===== src/design/wdt_pkg.sv =====
//////////////////////////////////////////////////////////////////////////////
// Purpose: Shared constants and types for the fail-safe watchdog
// Assumes: One system clock, asynchronous active-low reset
// Notes:   Prescaler and counter sizes are held here once
//////////////////////////////////////////////////////////////////////////////
package wdt_pkg;

    // Counter geometry
    localparam int CNT_WIDTH = 16;
    localparam int RELOAD_WIDTH = 8;
    localparam int LOW_WIDTH = CNT_WIDTH - RELOAD_WIDTH;

    // Prescaler ratios
    localparam int DIV_FAST = 2;
    localparam int DIV_SLOW = 128;
    localparam int PRESC_WIDTH = $clog2(DIV_SLOW);

    // Reset values
    localparam logic [CNT_WIDTH-1:0] CNT_RESET = 16'h0000;
    localparam logic [RELOAD_WIDTH-1:0] RELOAD_RESET = 8'h00;
    localparam logic [PRESC_WIDTH-1:0] PRESC_RESET = 7'h00;
    localparam logic SEL_FAST = 1'b0;
    localparam logic SEL_SLOW = 1'b1;

    // Default interval: zero reload, divide by 2, full 16-bit span
    localparam real DEFAULT_TIMEOUT_MS = 5.24;
    localparam real REF_CLK_MHZ = 25.0;
    localparam int DEFAULT_TIMEOUT_CYCLES =
        DIV_FAST * (1 << CNT_WIDTH);

    // Watchdog operating state
    typedef enum logic [1:0] {
        WD_RUN = 2'b00,
        WD_OFF = 2'b01,
        WD_FIRED = 2'b10
    } wd_state_t;

endpackage : wdt_pkg


===== src/design/wdt_tick_if.sv =====
//////////////////////////////////////////////////////////////////////////////
// Purpose: Carrier between watchdog counter and its prescaler
// Assumes: Both ends run on clk_sys
// Notes:   tick is a one-cycle pulse
//////////////////////////////////////////////////////////////////////////////
`timescale 1ns/100ps
interface wdt_tick_if;
    logic div_sel;
    logic tick;

    modport presc (input div_sel, output tick);
    modport counter (output div_sel, input tick);
endinterface : wdt_tick_if


===== src/design/fail_safe_watchdog_timer.sv =====
//////////////////////////////////////////////////////////////////////////////
// Purpose: Fail-safe 16-bit watchdog with reload and reset output
// Assumes: Control strobes are one-cycle pulses synchronous to clk_sys
// Notes:   Overflow holds the reset request until rst_n is asserted
//////////////////////////////////////////////////////////////////////////////
// Overview of operation
// - Watchdog runs enabled straight after every reset
// - Disable honoured only before end of initialization
// - Overflow raises internal hardware reset request
// - Overflow drives reset output pin low
// - Counter is sixteen bits wide
// - Counter clocked via divide-by-2 or divide-by-128
// - Service loads upper byte with reload value
// - Reset default: zero reload, divide by two
//////////////////////////////////////////////////////////////////////////////
`timescale 1ns/100ps
module fail_safe_watchdog_timer
    import wdt_pkg::*;
#(
    parameter int CNT_W = CNT_WIDTH
)
(
    // Clock and reset
    input wire logic clk_sys,
    input wire logic rst_n,
    // Software commands
    input wire logic service_req,
    input wire logic disable_req,
    input wire logic end_of_init_command,
    // Configuration
    input wire logic prescale_slow,
    input wire logic [RELOAD_WIDTH-1:0] watchdog_reload_value,
    // Status and reset outputs
    output logic [CNT_W-1:0] count_value,
    output logic wdt_enabled,
    output logic init_done,
    output logic hw_reset_req,
    output logic reset_output_pin_n
);

    // Elaboration checks: the logic serves only the documented geometry
    if (CNT_W != CNT_WIDTH) begin : g_width_check
        $error("fail_safe_watchdog_timer: CNT_W must be 16");
    end
    if (RELOAD_WIDTH >= CNT_W) begin : g_reload_check
        $error("fail_safe_watchdog_timer: reload must be below CNT_W");
    end
    // The fast tick is bit 0 of the divider chain
    if (DIV_FAST != 2) begin : g_fast_check
        $error("fail_safe_watchdog_timer: DIV_FAST must be 2");
    end
    // The slow tick decodes the whole divider chain as all ones
    if ((1 << PRESC_WIDTH) != DIV_SLOW) begin : g_div_check
        $error("fail_safe_watchdog_timer: DIV_SLOW must be a power of 2");
    end

    //////////////////////////////////////////////////////////////////////////
    // Prescaler
    //////////////////////////////////////////////////////////////////////////
    wdt_tick_if tick_if ();

    logic sel_ff;
    logic [RELOAD_WIDTH-1:0] reload_ff;

    // Configuration captured each cycle; reset value gives default interval
    always_ff @(posedge clk_sys or negedge rst_n) begin
        if (!rst_n) begin
            sel_ff <= SEL_FAST;
            reload_ff <= RELOAD_RESET;
        end else begin
            sel_ff <= prescale_slow;
            reload_ff <= watchdog_reload_value;
        end
    end

    assign tick_if.div_sel = sel_ff;

    wdt_prescaler u_presc (
        .clk_sys(clk_sys),
        .rst_n(rst_n),
        .tick_if(tick_if)
    );

    //////////////////////////////////////////////////////////////////////////
    // Initialization phase
    //////////////////////////////////////////////////////////////////////////
    logic init_done_ff;

    // Sticky until reset; a disable in the same cycle still counts as early
    always_ff @(posedge clk_sys or negedge rst_n) begin
        if (!rst_n) begin
            init_done_ff <= 1'b0;
        end else if (end_of_init_command) begin
            init_done_ff <= 1'b1;
        end
    end

    //////////////////////////////////////////////////////////////////////////
    // Helper functions
    //////////////////////////////////////////////////////////////////////////
    // Word written by a service: reload byte over a cleared low byte
    function automatic logic [CNT_W-1:0] service_word(
        input logic [RELOAD_WIDTH-1:0] reload
    );
        service_word = {reload, {LOW_WIDTH{1'b0}}};
    endfunction : service_word

    // Last count before the wrap to zero
    function automatic logic at_wrap(input logic [CNT_W-1:0] value);
        at_wrap = &value;
    endfunction : at_wrap

    //////////////////////////////////////////////////////////////////////////
    // Operating state
    //////////////////////////////////////////////////////////////////////////
    wd_state_t state_ff;
    wd_state_t nxt_state;
    logic [CNT_W-1:0] cnt_ff;
    logic overflow;
    logic tick;
    logic counting;
    logic svc_take;
    logic dis_take;

    // One prescaler tick per counter step
    assign tick = tick_if.tick;

    // Service and disable act only while the watchdog is counting
    assign counting = (state_ff == WD_RUN);
    assign svc_take = service_req && counting;
    // A disable after end of init is dropped here, so the state stays RUN
    assign dis_take = disable_req && !init_done_ff;

    // Overflow on the wrap from all ones; a service in that cycle wins
    assign overflow = counting &&
                      tick &&
                      at_wrap(cnt_ff) &&
                      !service_req;

    always_comb begin
        nxt_state = state_ff;
        unique case (state_ff)
            WD_RUN: begin
                if (overflow) begin
                    nxt_state = WD_FIRED;
                end else if (dis_take) begin
                    nxt_state = WD_OFF;
                end
                // A late disable leaves the watchdog running
            end
            WD_OFF: begin
                nxt_state = WD_OFF;
            end
            WD_FIRED: begin
                // Only the chip reset leaves this state
                nxt_state = WD_FIRED;
            end
            default: begin
                nxt_state = WD_FIRED;
            end
        endcase
    end

    always_ff @(posedge clk_sys or negedge rst_n) begin
        if (!rst_n) begin
            state_ff <= WD_RUN;
        end else begin
            state_ff <= nxt_state;
        end
    end

    //////////////////////////////////////////////////////////////////////////
    // Counter
    //////////////////////////////////////////////////////////////////////////
    always_ff @(posedge clk_sys or negedge rst_n) begin
        if (!rst_n) begin
            cnt_ff <= CNT_RESET;
        end else if (svc_take) begin
            // A service beats a tick in the same cycle
            cnt_ff <= service_word(reload_ff);
        end else if (counting && tick) begin
            cnt_ff <= cnt_ff + 16'h0001;
        end
    end

    //////////////////////////////////////////////////////////////////////////
    // Reset outputs
    //////////////////////////////////////////////////////////////////////////
    logic rst_req_ff;
    logic pin_high_ff;

    // Held until rst_n, so the chip reset cannot be cut short
    always_ff @(posedge clk_sys or negedge rst_n) begin
        if (!rst_n) begin
            rst_req_ff <= 1'b0;
        end else if (overflow) begin
            rst_req_ff <= 1'b1;
        end
    end

    // Pin is low through reset, initialization and after an overflow, high otherwise
    always_ff @(posedge clk_sys or negedge rst_n) begin
        if (!rst_n) begin
            pin_high_ff <= 1'b0;
        end else if (overflow || state_ff == WD_FIRED) begin
            pin_high_ff <= 1'b0;
        end else if (end_of_init_command) begin
            pin_high_ff <= 1'b1;
        end
    end

    //////////////////////////////////////////////////////////////////////////
    // Outputs
    //////////////////////////////////////////////////////////////////////////
    assign count_value = cnt_ff;
    assign wdt_enabled = counting;
    assign init_done = init_done_ff;
    assign hw_reset_req = rst_req_ff;
    assign reset_output_pin_n = pin_high_ff;

endmodule : fail_safe_watchdog_timer


===== src/design/wdt_prescaler.sv =====
//////////////////////////////////////////////////////////////////////////////
// Purpose: Divide-by-2 or divide-by-128 tick for the watchdog counter
// Assumes: div_sel is stable or changes rarely
// Notes:   Free running; a ratio change takes effect at once
//////////////////////////////////////////////////////////////////////////////
`timescale 1ns/100ps
module wdt_prescaler
    import wdt_pkg::*;
(
    // Clock and reset
    input wire logic clk_sys,
    input wire logic rst_n,
    // Tick to counter
    wdt_tick_if.presc tick_if
);

    logic [PRESC_WIDTH-1:0] presc_ff;
    logic tick_ff;

    // Free-running divider chain
    always_ff @(posedge clk_sys or negedge rst_n) begin
        if (!rst_n) begin
            presc_ff <= PRESC_RESET;
        end else begin
            presc_ff <= presc_ff + 7'h01;
        end
    end

    // Tick from bit 0 for /2 or from the whole chain for /128
    always_ff @(posedge clk_sys or negedge rst_n) begin
        if (!rst_n) begin
            tick_ff <= 1'b0;
        end else if (tick_if.div_sel == SEL_SLOW) begin
            tick_ff <= &presc_ff;
        end else begin
            tick_ff <= presc_ff[0];
        end
    end

    assign tick_if.tick = tick_ff;

endmodule : wdt_prescaler


===== config.mk =====
export PLATFORM = sky130hd
export DESIGN_NAME = fail_safe_watchdog_timer
export DESIGN_NICKNAME = d
export VERILOG_FILES = /design/src/design/wdt_pkg.sv /design/src/design/wdt_tick_if.sv /design/src/design/fail_safe_watchdog_timer.sv /design/src/design/wdt_prescaler.sv
export SDC_FILE = /design/constraint.sdc
export NUM_CORES = 1
export LEC_CHECK = 0
export BUFFER_PORTS_ARGS = -buffer_cell sky130_fd_sc_hd__buf_2
export CAP_MARGIN = 20
export CORE_MARGIN = 2
export CORE_UTILIZATION = 50
export DETAILED_ROUTE_END_ITERATION = 10
export GPL_TIMING_DRIVEN = 0
export PLACE_DENSITY_LB_ADDON = 0.25
export SYNTH_ARGS = -nofsm -noshare
export SYNTH_HDL_FRONTEND = slang
export SYNTH_SLANG_ARGS = --single-unit

===== constraint.sdc =====
create_clock -name clk_sys -period 1.8 [get_ports clk_sys]
set_input_delay 0.18 -clock clk_sys [delete_from_list [all_inputs] [get_ports clk_sys]]
set_output_delay 0.18 -clock clk_sys [all_outputs]
set_load 0.03 [all_outputs]

==> results of run 1 <==
## worst paths after layout
kind,startpoint,slack [ns],endpoint
max reg2reg,count_value[0]$_DFFE_PN0P_,0.16,count_value[14]$_DFFE_PN0P_
min in group asynchronous,rst_n,0.46,state_ff[0]$_DFFE_PN0P_
max,state_ff[1]$_DFFE_PN0P_,0.11,wdt_enabled
min reg2reg,reload_ff[2]$_DFF_PN0_,0.48,count_value[10]$_DFFE_PN0P_
max in group asynchronous,rst_n,0.83,reload_ff[5]$_DFF_PN0_
min,end_of_init_command,0.04,init_done$_DFFE_PN0P_
## power groups by stage
| stage | Combinational, W | Sequential, W | Clock (W) |
|---|---|---|---|
| floorplan | 0.0000253 | 0.000909 | 0 |
| global placement | 0.0000772 | 0.000898 | 0 |
| detailed placement | 0.0000799 | 0.000900 | 0 |
| CTS | 0.0000965 | 0.000883 | 0.000606 |
| global route | 0.000105 | 0.000886 | 0.000638 |
| finish | 0.0000946 | 0.000883 | 0.000593 |
## layout by cell type, fill, tap and decap left out, drive strengths merged, types with 3 or more instances in the layout
cell / netlist / routed
dfrtp: 38 / 38
nand2: 11 / 11
xnor2: 8 / 8
nor4: 8 / 8
dlygate4sd3: 0 / 10
clkbuf: 2 / 8
buf: 6 / 39
or2: 4 / 4
a21oi: 3 / 3
nand3b: 3 / 3
nor3: 6 / 6
o21ai: 9 / 9
and3: 3 / 3
nor2: 13 / 13
o22ai: 3 / 3
inv: 6 / 6
nand4: 3 / 3
nand3: 12 / 12
## registers in the layout, indices dropped and copies added (netlist names)
register              cells
u_presc.presc_ff          7
count_value              16
u_presc.tick_if.tick      1
reset_output_pin_n        1
hw_reset_req              1
sel_ff                    1
init_done                 1
state_ff                  2
reload_ff                 8
## final cells by class
type | count | area (µm²)
inverters | 6 | 30.0
flip-flops and latches | 38 | 951
plain buffers | 8 | 56.3
fillers | 296 | 1180
clock inverters | 1 | 30.0
repair buffers | 43 | 265
clock buffers | 6 | 51.3
multi-input cells | 113 | 795
well taps | 46 | 57.6
## metal layers
layer | GRT usage (%) | part of all wire [%] | wire length, µm | up-vias
li1 | - | - | - | 693
met1 | 25.4 | 43 | 1680 | 716
met2 | 36.8 | 50 | 1930 | 38
met3 | 7.22 | 5.6 | 218 | 5
met4 | 6.12 | 1.2 | 48 | 0
met5 | 0 | 0 | 0 | -
## cells by family after synthesis
group / Yosys count / share of synthesized area (%)
mux: 3 / 1.72
flops: 38 / 52.2
compound gates: 29 / 11.0
simple gates: 70 / 24.6
xor+xnor: 9 / 4.33
buf+inv: 14 / 4.74
fa+ha+maj: 2 / 1.37
## critical path, cell delays in order (launching register included)
cell	delay (ns)
dfrtp_1	0.46
or2_1	0.27
buf_6	0.16
inv_8	0.08
buf_2	0.19
## stage by stage
step / hold WS [ns] / setup TNS [ns] / cell area (µm²) / power [W] / std cells
floorplan: -0.116 / 0 / 1820 / 0.000934 / 165
global placement: 0.287 / 0 / 2040 / 0.000976 / 244
detailed placement: 0.289 / 0 / 2040 / 0.000980 / 244
CTS: 0.0342 / 0 / 2220 / 0.00159 / 261
global route: 0.0321 / -0.0109 / 2240 / 0.00163 / 261
finish: 0.0369 / 0 / 2240 / 0.00157 / 261
## repair_timing
| action | 4_1_cts | 5_1_grt |
|---|---|---|
| endpoints found under the hold margin | 47 | 0 |
| hold buffers | 10 | 0 |
| gates resized for setup | 0 | 2 |
| setup endpoints to repair | 0 | 9 |
==> metrics.cfg, run 1 <==
[status]
outcome = finished, final reports clean

[worst_setup_path]
cp-end-kind = output port
cp_data_required_time_ns = 1.62
crit_path_max_fanout = 10
worstPathArrival_ns = 1.51
crit_type = register to output port
cp-start-kind = register
r2r_cells = 5

[cts]
post_cts_buffers = 0
cts_root_buffer = clkbuf_4
cts_htree_levels = 2
cts_buffer_depth = 2
cts.sinks = 38
clk_pin_slew_ns = 0.11
cts_tree = done
clk_latency_ns = 0.34
cts-buffers-inserted = 5

[placement]
portBuffers = 33
pre_cts_ws_ns = 0.0181
hpwlAfterDp_um = 2730
place.gp.congestion = 0.829

[pwr]
p_sw_share_pct = 21.6
seqPwrFrac_pct = 56.2
intPower_w = 0.00123
power_leakage_nw = 0.966
pwr_density_cell_mw_per_mm2 = 703
clkPwrFrac_pct = 37.7
combPwrFrac_pct = 6.0
vdd_ir_drop_max_mv = 0.494
p_sw_w = 0.000339

[global_route]
grt_start_max_net_pins = 39
first_global_vias = 1508
grt_pass1_wl_um = 6760
antenna_found_initial = 0
grt.total_usage_pct = 21.4
gr-total-overflow = 0

[logic_synthesis]
ys_seq_area_share_pct = 52.2
synth_enable_flop_cells = 0
yosysTopAreaCellShare_pct = 52.2
synth.net_count = 181
synth_area_leaders = dfrtp_1 52%, xnor2_1 3.8%, nor4_4 3.5%
synth_top_area_cell = dfrtp_1
synth_area_mm2 = 0.00182
synth-main-ff-cell = dfrtp_1
synth.avg_cell_area_um2 = 11.0
synthDistinctLibCells = 48
postSynth.asyncResetShare_pct = 100
syn_inst = 165
synth_most_common_cell = dfrtp_1
ys_ff_latch = 38
ys_warn_count = 0
synth_common_cells = 38 x dfrtp_1, 13 x nor2_1, 11 x nand2_1, 11 x nand3_1, 8 x xnor2_1

[timing]
drv_slew = 0
timing.slew.headroom_pct = 45.9
max_freq_mhz = 592
setup_viol = 0
hold_viol = 0
setup_slack_ns = 0.111
tightestPinTransition_ns = 0.811
fin_crit_sh_pct = 93.9
final.min_clock_period_ns = 1.69
finClkSkew_ns = 0.00658

[die]
start_util_pct = 53.3
ios = 34
die-area_mm2 = 0.00414
die_w_um = 64.3
floorplan.rows = 21
core_mm2 = 0.00342
die_h_um = 64.3

[route]
final_antenna_net_count = 0
via_count = 1452
drt_iter0_drc = 59
drtPass1Iterations = 4
vias_per_cell = 5.56
wl_um = 3870
drc = 0
drt-wirelength-per-cell_um = 14.8

[hold_path]
hp-class = primary input to register
hold-path-cell-count = 2

[run]
maxCapViolCount = 0

[layout]
antennaDiodeCount = 0
area_delta_synth_final_pct = 22.8
drive_above_1_share_pct = 29.3
fin_nets = 231
finish.utilization_pct = 65.5

Note: power is estimated with default switching activity, not from simulation.
==> inputs of run 2 (changes only) <==
--- a/constraint.sdc
+++ b/constraint.sdc
@@ -3,2 +3,2 @@
 set_output_delay 0.18 -clock clk_sys [all_outputs]
-set_load 0.03 [all_outputs]
+set_load 0.1 [all_outputs]
==> metrics.cfg, run 2 (same netlist as run 1, synthesis figures left out) <==
[status]
outcome = finished, final reports clean

[placement]
hpwlAfterDp_um = 2580  ; -5.3%
placed_cell_area_mm2 = 0.00207  ; +1.4%
portBuffers = 33  ; unchanged
place.gp.congestion = 0.813  ; -2.0%
dp.cells = 244  ; unchanged

[timing]
setup_viol = 0  ; unchanged
hold_viol = 0  ; unchanged
final.min_clock_period_ns = 1.69  ; +0.00478 ns
tightestPinTransition_ns = 0.826  ; +0.0145 ns
rsz0062_at_grt = no
finClkSkew_ns = 0.00234  ; -0.00424 ns
drv_slew = 0  ; unchanged
timing.slew.headroom_pct = 44.9  ; -0.96 points
setup_tns_ns = 0  ; unchanged
max_freq_mhz = 590  ; -0.28%
fin_crit_sh_pct = 94.1  ; +0.27 points
whs_ns = 0.0397  ; +0.00272 ns

[layout]
most-common-layout-cells = 35 x buf_2, 23 x dfrtp_1, 13 x nor2_1, 13 x dfrtp_2, 11 x nand2_1
fin_nets = 231  ; unchanged
antennaDiodeCount = 0  ; unchanged
post-route-cell-area_mm2 = 0.00229  ; +2.4%
multi_input_comb_area_um2 = 788  ; -0.79%
final_common_cell = buf_2
n_fill_cell = 279  ; -5.7%
area_delta_synth_final_pct = 25.8
ff_latch_area_um2 = 975  ; +2.5%
drive_above_1_share_pct = 36.1  ; +6.8 points
largest_register_ffs = 16  ; unchanged
instances_no_fill = 262  ; +0.38%

[global_route]
grt_start_max_net_pins = 39  ; unchanged
first_global_vias = 1439  ; -4.6%
antenna_found_initial = 0  ; unchanged
grt_pass1_wl_um = 6330  ; -6.2%
grt.total_usage_pct = 20.0  ; -1.4 points
gr-total-overflow = 0  ; unchanged

[route]
vias_per_cell = 5.47  ; -1.7%
wl_um = 3640  ; -6.0%
final_antenna_net_count = 0  ; unchanged
via_count = 1433  ; -1.3%
drc = 0  ; unchanged
drt_iter0_drc = 61  ; +3.4%
drtPass1Iterations = 5  ; +1
drt-wirelength-per-cell_um = 13.9  ; -6.4%

[worst_setup_path]
cp-end-kind = output port
cp-start-kind = register
worstPathArrival_ns = 1.51  ; about the same
crit_type = register to output port
cp_data_required_time_ns = 1.62  ; about the same
crit_path_max_fanout = 10  ; unchanged
r2r_cells = 5  ; unchanged

[cts]
cts.sinks = 38  ; unchanged
cts-buffers-inserted = 5  ; unchanged
clk_pin_slew_ns = 0.11  ; about the same
cts_htree_levels = 2  ; unchanged
cts_buffer_depth = 2  ; unchanged
cts_root_buffer = clkbuf_4
cts_tree = done
clk_latency_ns = 0.34  ; about the same

[die]
core_mm2 = 0.00342  ; unchanged
die_w_um = 64.3  ; unchanged
floorplan.rows = 21  ; unchanged
start_util_pct = 53.3  ; unchanged
die_h_um = 64.3  ; unchanged
die-area_mm2 = 0.00414  ; unchanged
ios = 34  ; unchanged

[pwr]
vdd_ir_drop_max_mv = 0.575  ; +16%
power_leakage_nw = 0.970  ; +0.36%
pwr_density_cell_mw_per_mm2 = 768  ; +9.3%

[hold_path]
hp-class = primary input to register
hold-path-cell-count = 2  ; unchanged

[run]
maxCapViolCount = 0  ; unchanged

==> run 2: power breakdown <==
part           leakage [nW]  switching (W)  internal (W)
combinational         0.490      0.0000851     0.0000400
sequential            0.421      0.0000139      0.000870
clock                0.0585       0.000280      0.000470
==> run 2: repair_timing <==
action                                  4_1_cts  5_1_grt
hold endpoints to repair                     47        0
gates resized for setup                       1        1
cloned                                        0        0
buffers inserted                              0        0
hold buffers                                 10        0
endpoints found under the setup margin        1        1
==> run 2: metal layers <==
metal / vias up / share of wire [%] / GRT usage (%)
met3: 9 / 6.9 / 5.63
met2: 52 / 49 / 33.3
li1: 695 / - / -
met1: 677 / 43 / 24.7
met4: 0 / 1.7 / 7.71
met5: - / 0 / 0
==> run 2: layout make-up <==
class | instances | share of cell area, %
Sequential cell | 38 | 42.6
Multi-Input combinational cell | 113 | 34.4
Timing Repair Buffer | 43 | 11.9
Clock inverter | 2 | 2.62
Tap cell | 46 | 2.51
Buffer | 8 | 2.46
Clock buffer | 6 | 2.24
Inverter | 6 | 1.31
==> run 2: critical path, stage by stage (launching register included) <==
cell and delay (ns):
dfrtp_1 0.45, or2_1 0.26, buf_6 0.16, inv_8 0.08
buf_6 0.22
==> run 2: final timing paths <==
check | to | from | slack [ns]
max reg2reg | hw_reset_req$_DFFE_PN0P_ | count_value[0]$_DFFE_PN0P_ | 0.18
min | init_done$_DFFE_PN0P_ | end_of_init_command | 0.04
min reg2reg | u_presc.tick_if.tick$_DFF_PN0_ | sel_ff$_DFF_PN0_ | 0.47
min in group asynchronous | count_value[2]$_DFFE_PN0P_ | rst_n | 0.46
max in group asynchronous | count_value[1]$_DFFE_PN0P_ | rst_n | 0.74
max | wdt_enabled | state_ff[1]$_DFFE_PN0P_ | 0.11
==> run 2: through the flow <==
step                utilization (%)  setup slack [ns]  total power (W)
global route                   67.0            0.0429          0.00184
floorplan                         -            0.0168         0.000966
CTS                            66.9            0.0409          0.00177
global placement               60.7             0.218          0.00101
finish                         67.0             0.106          0.00176
detailed placement             60.7             0.202          0.00101
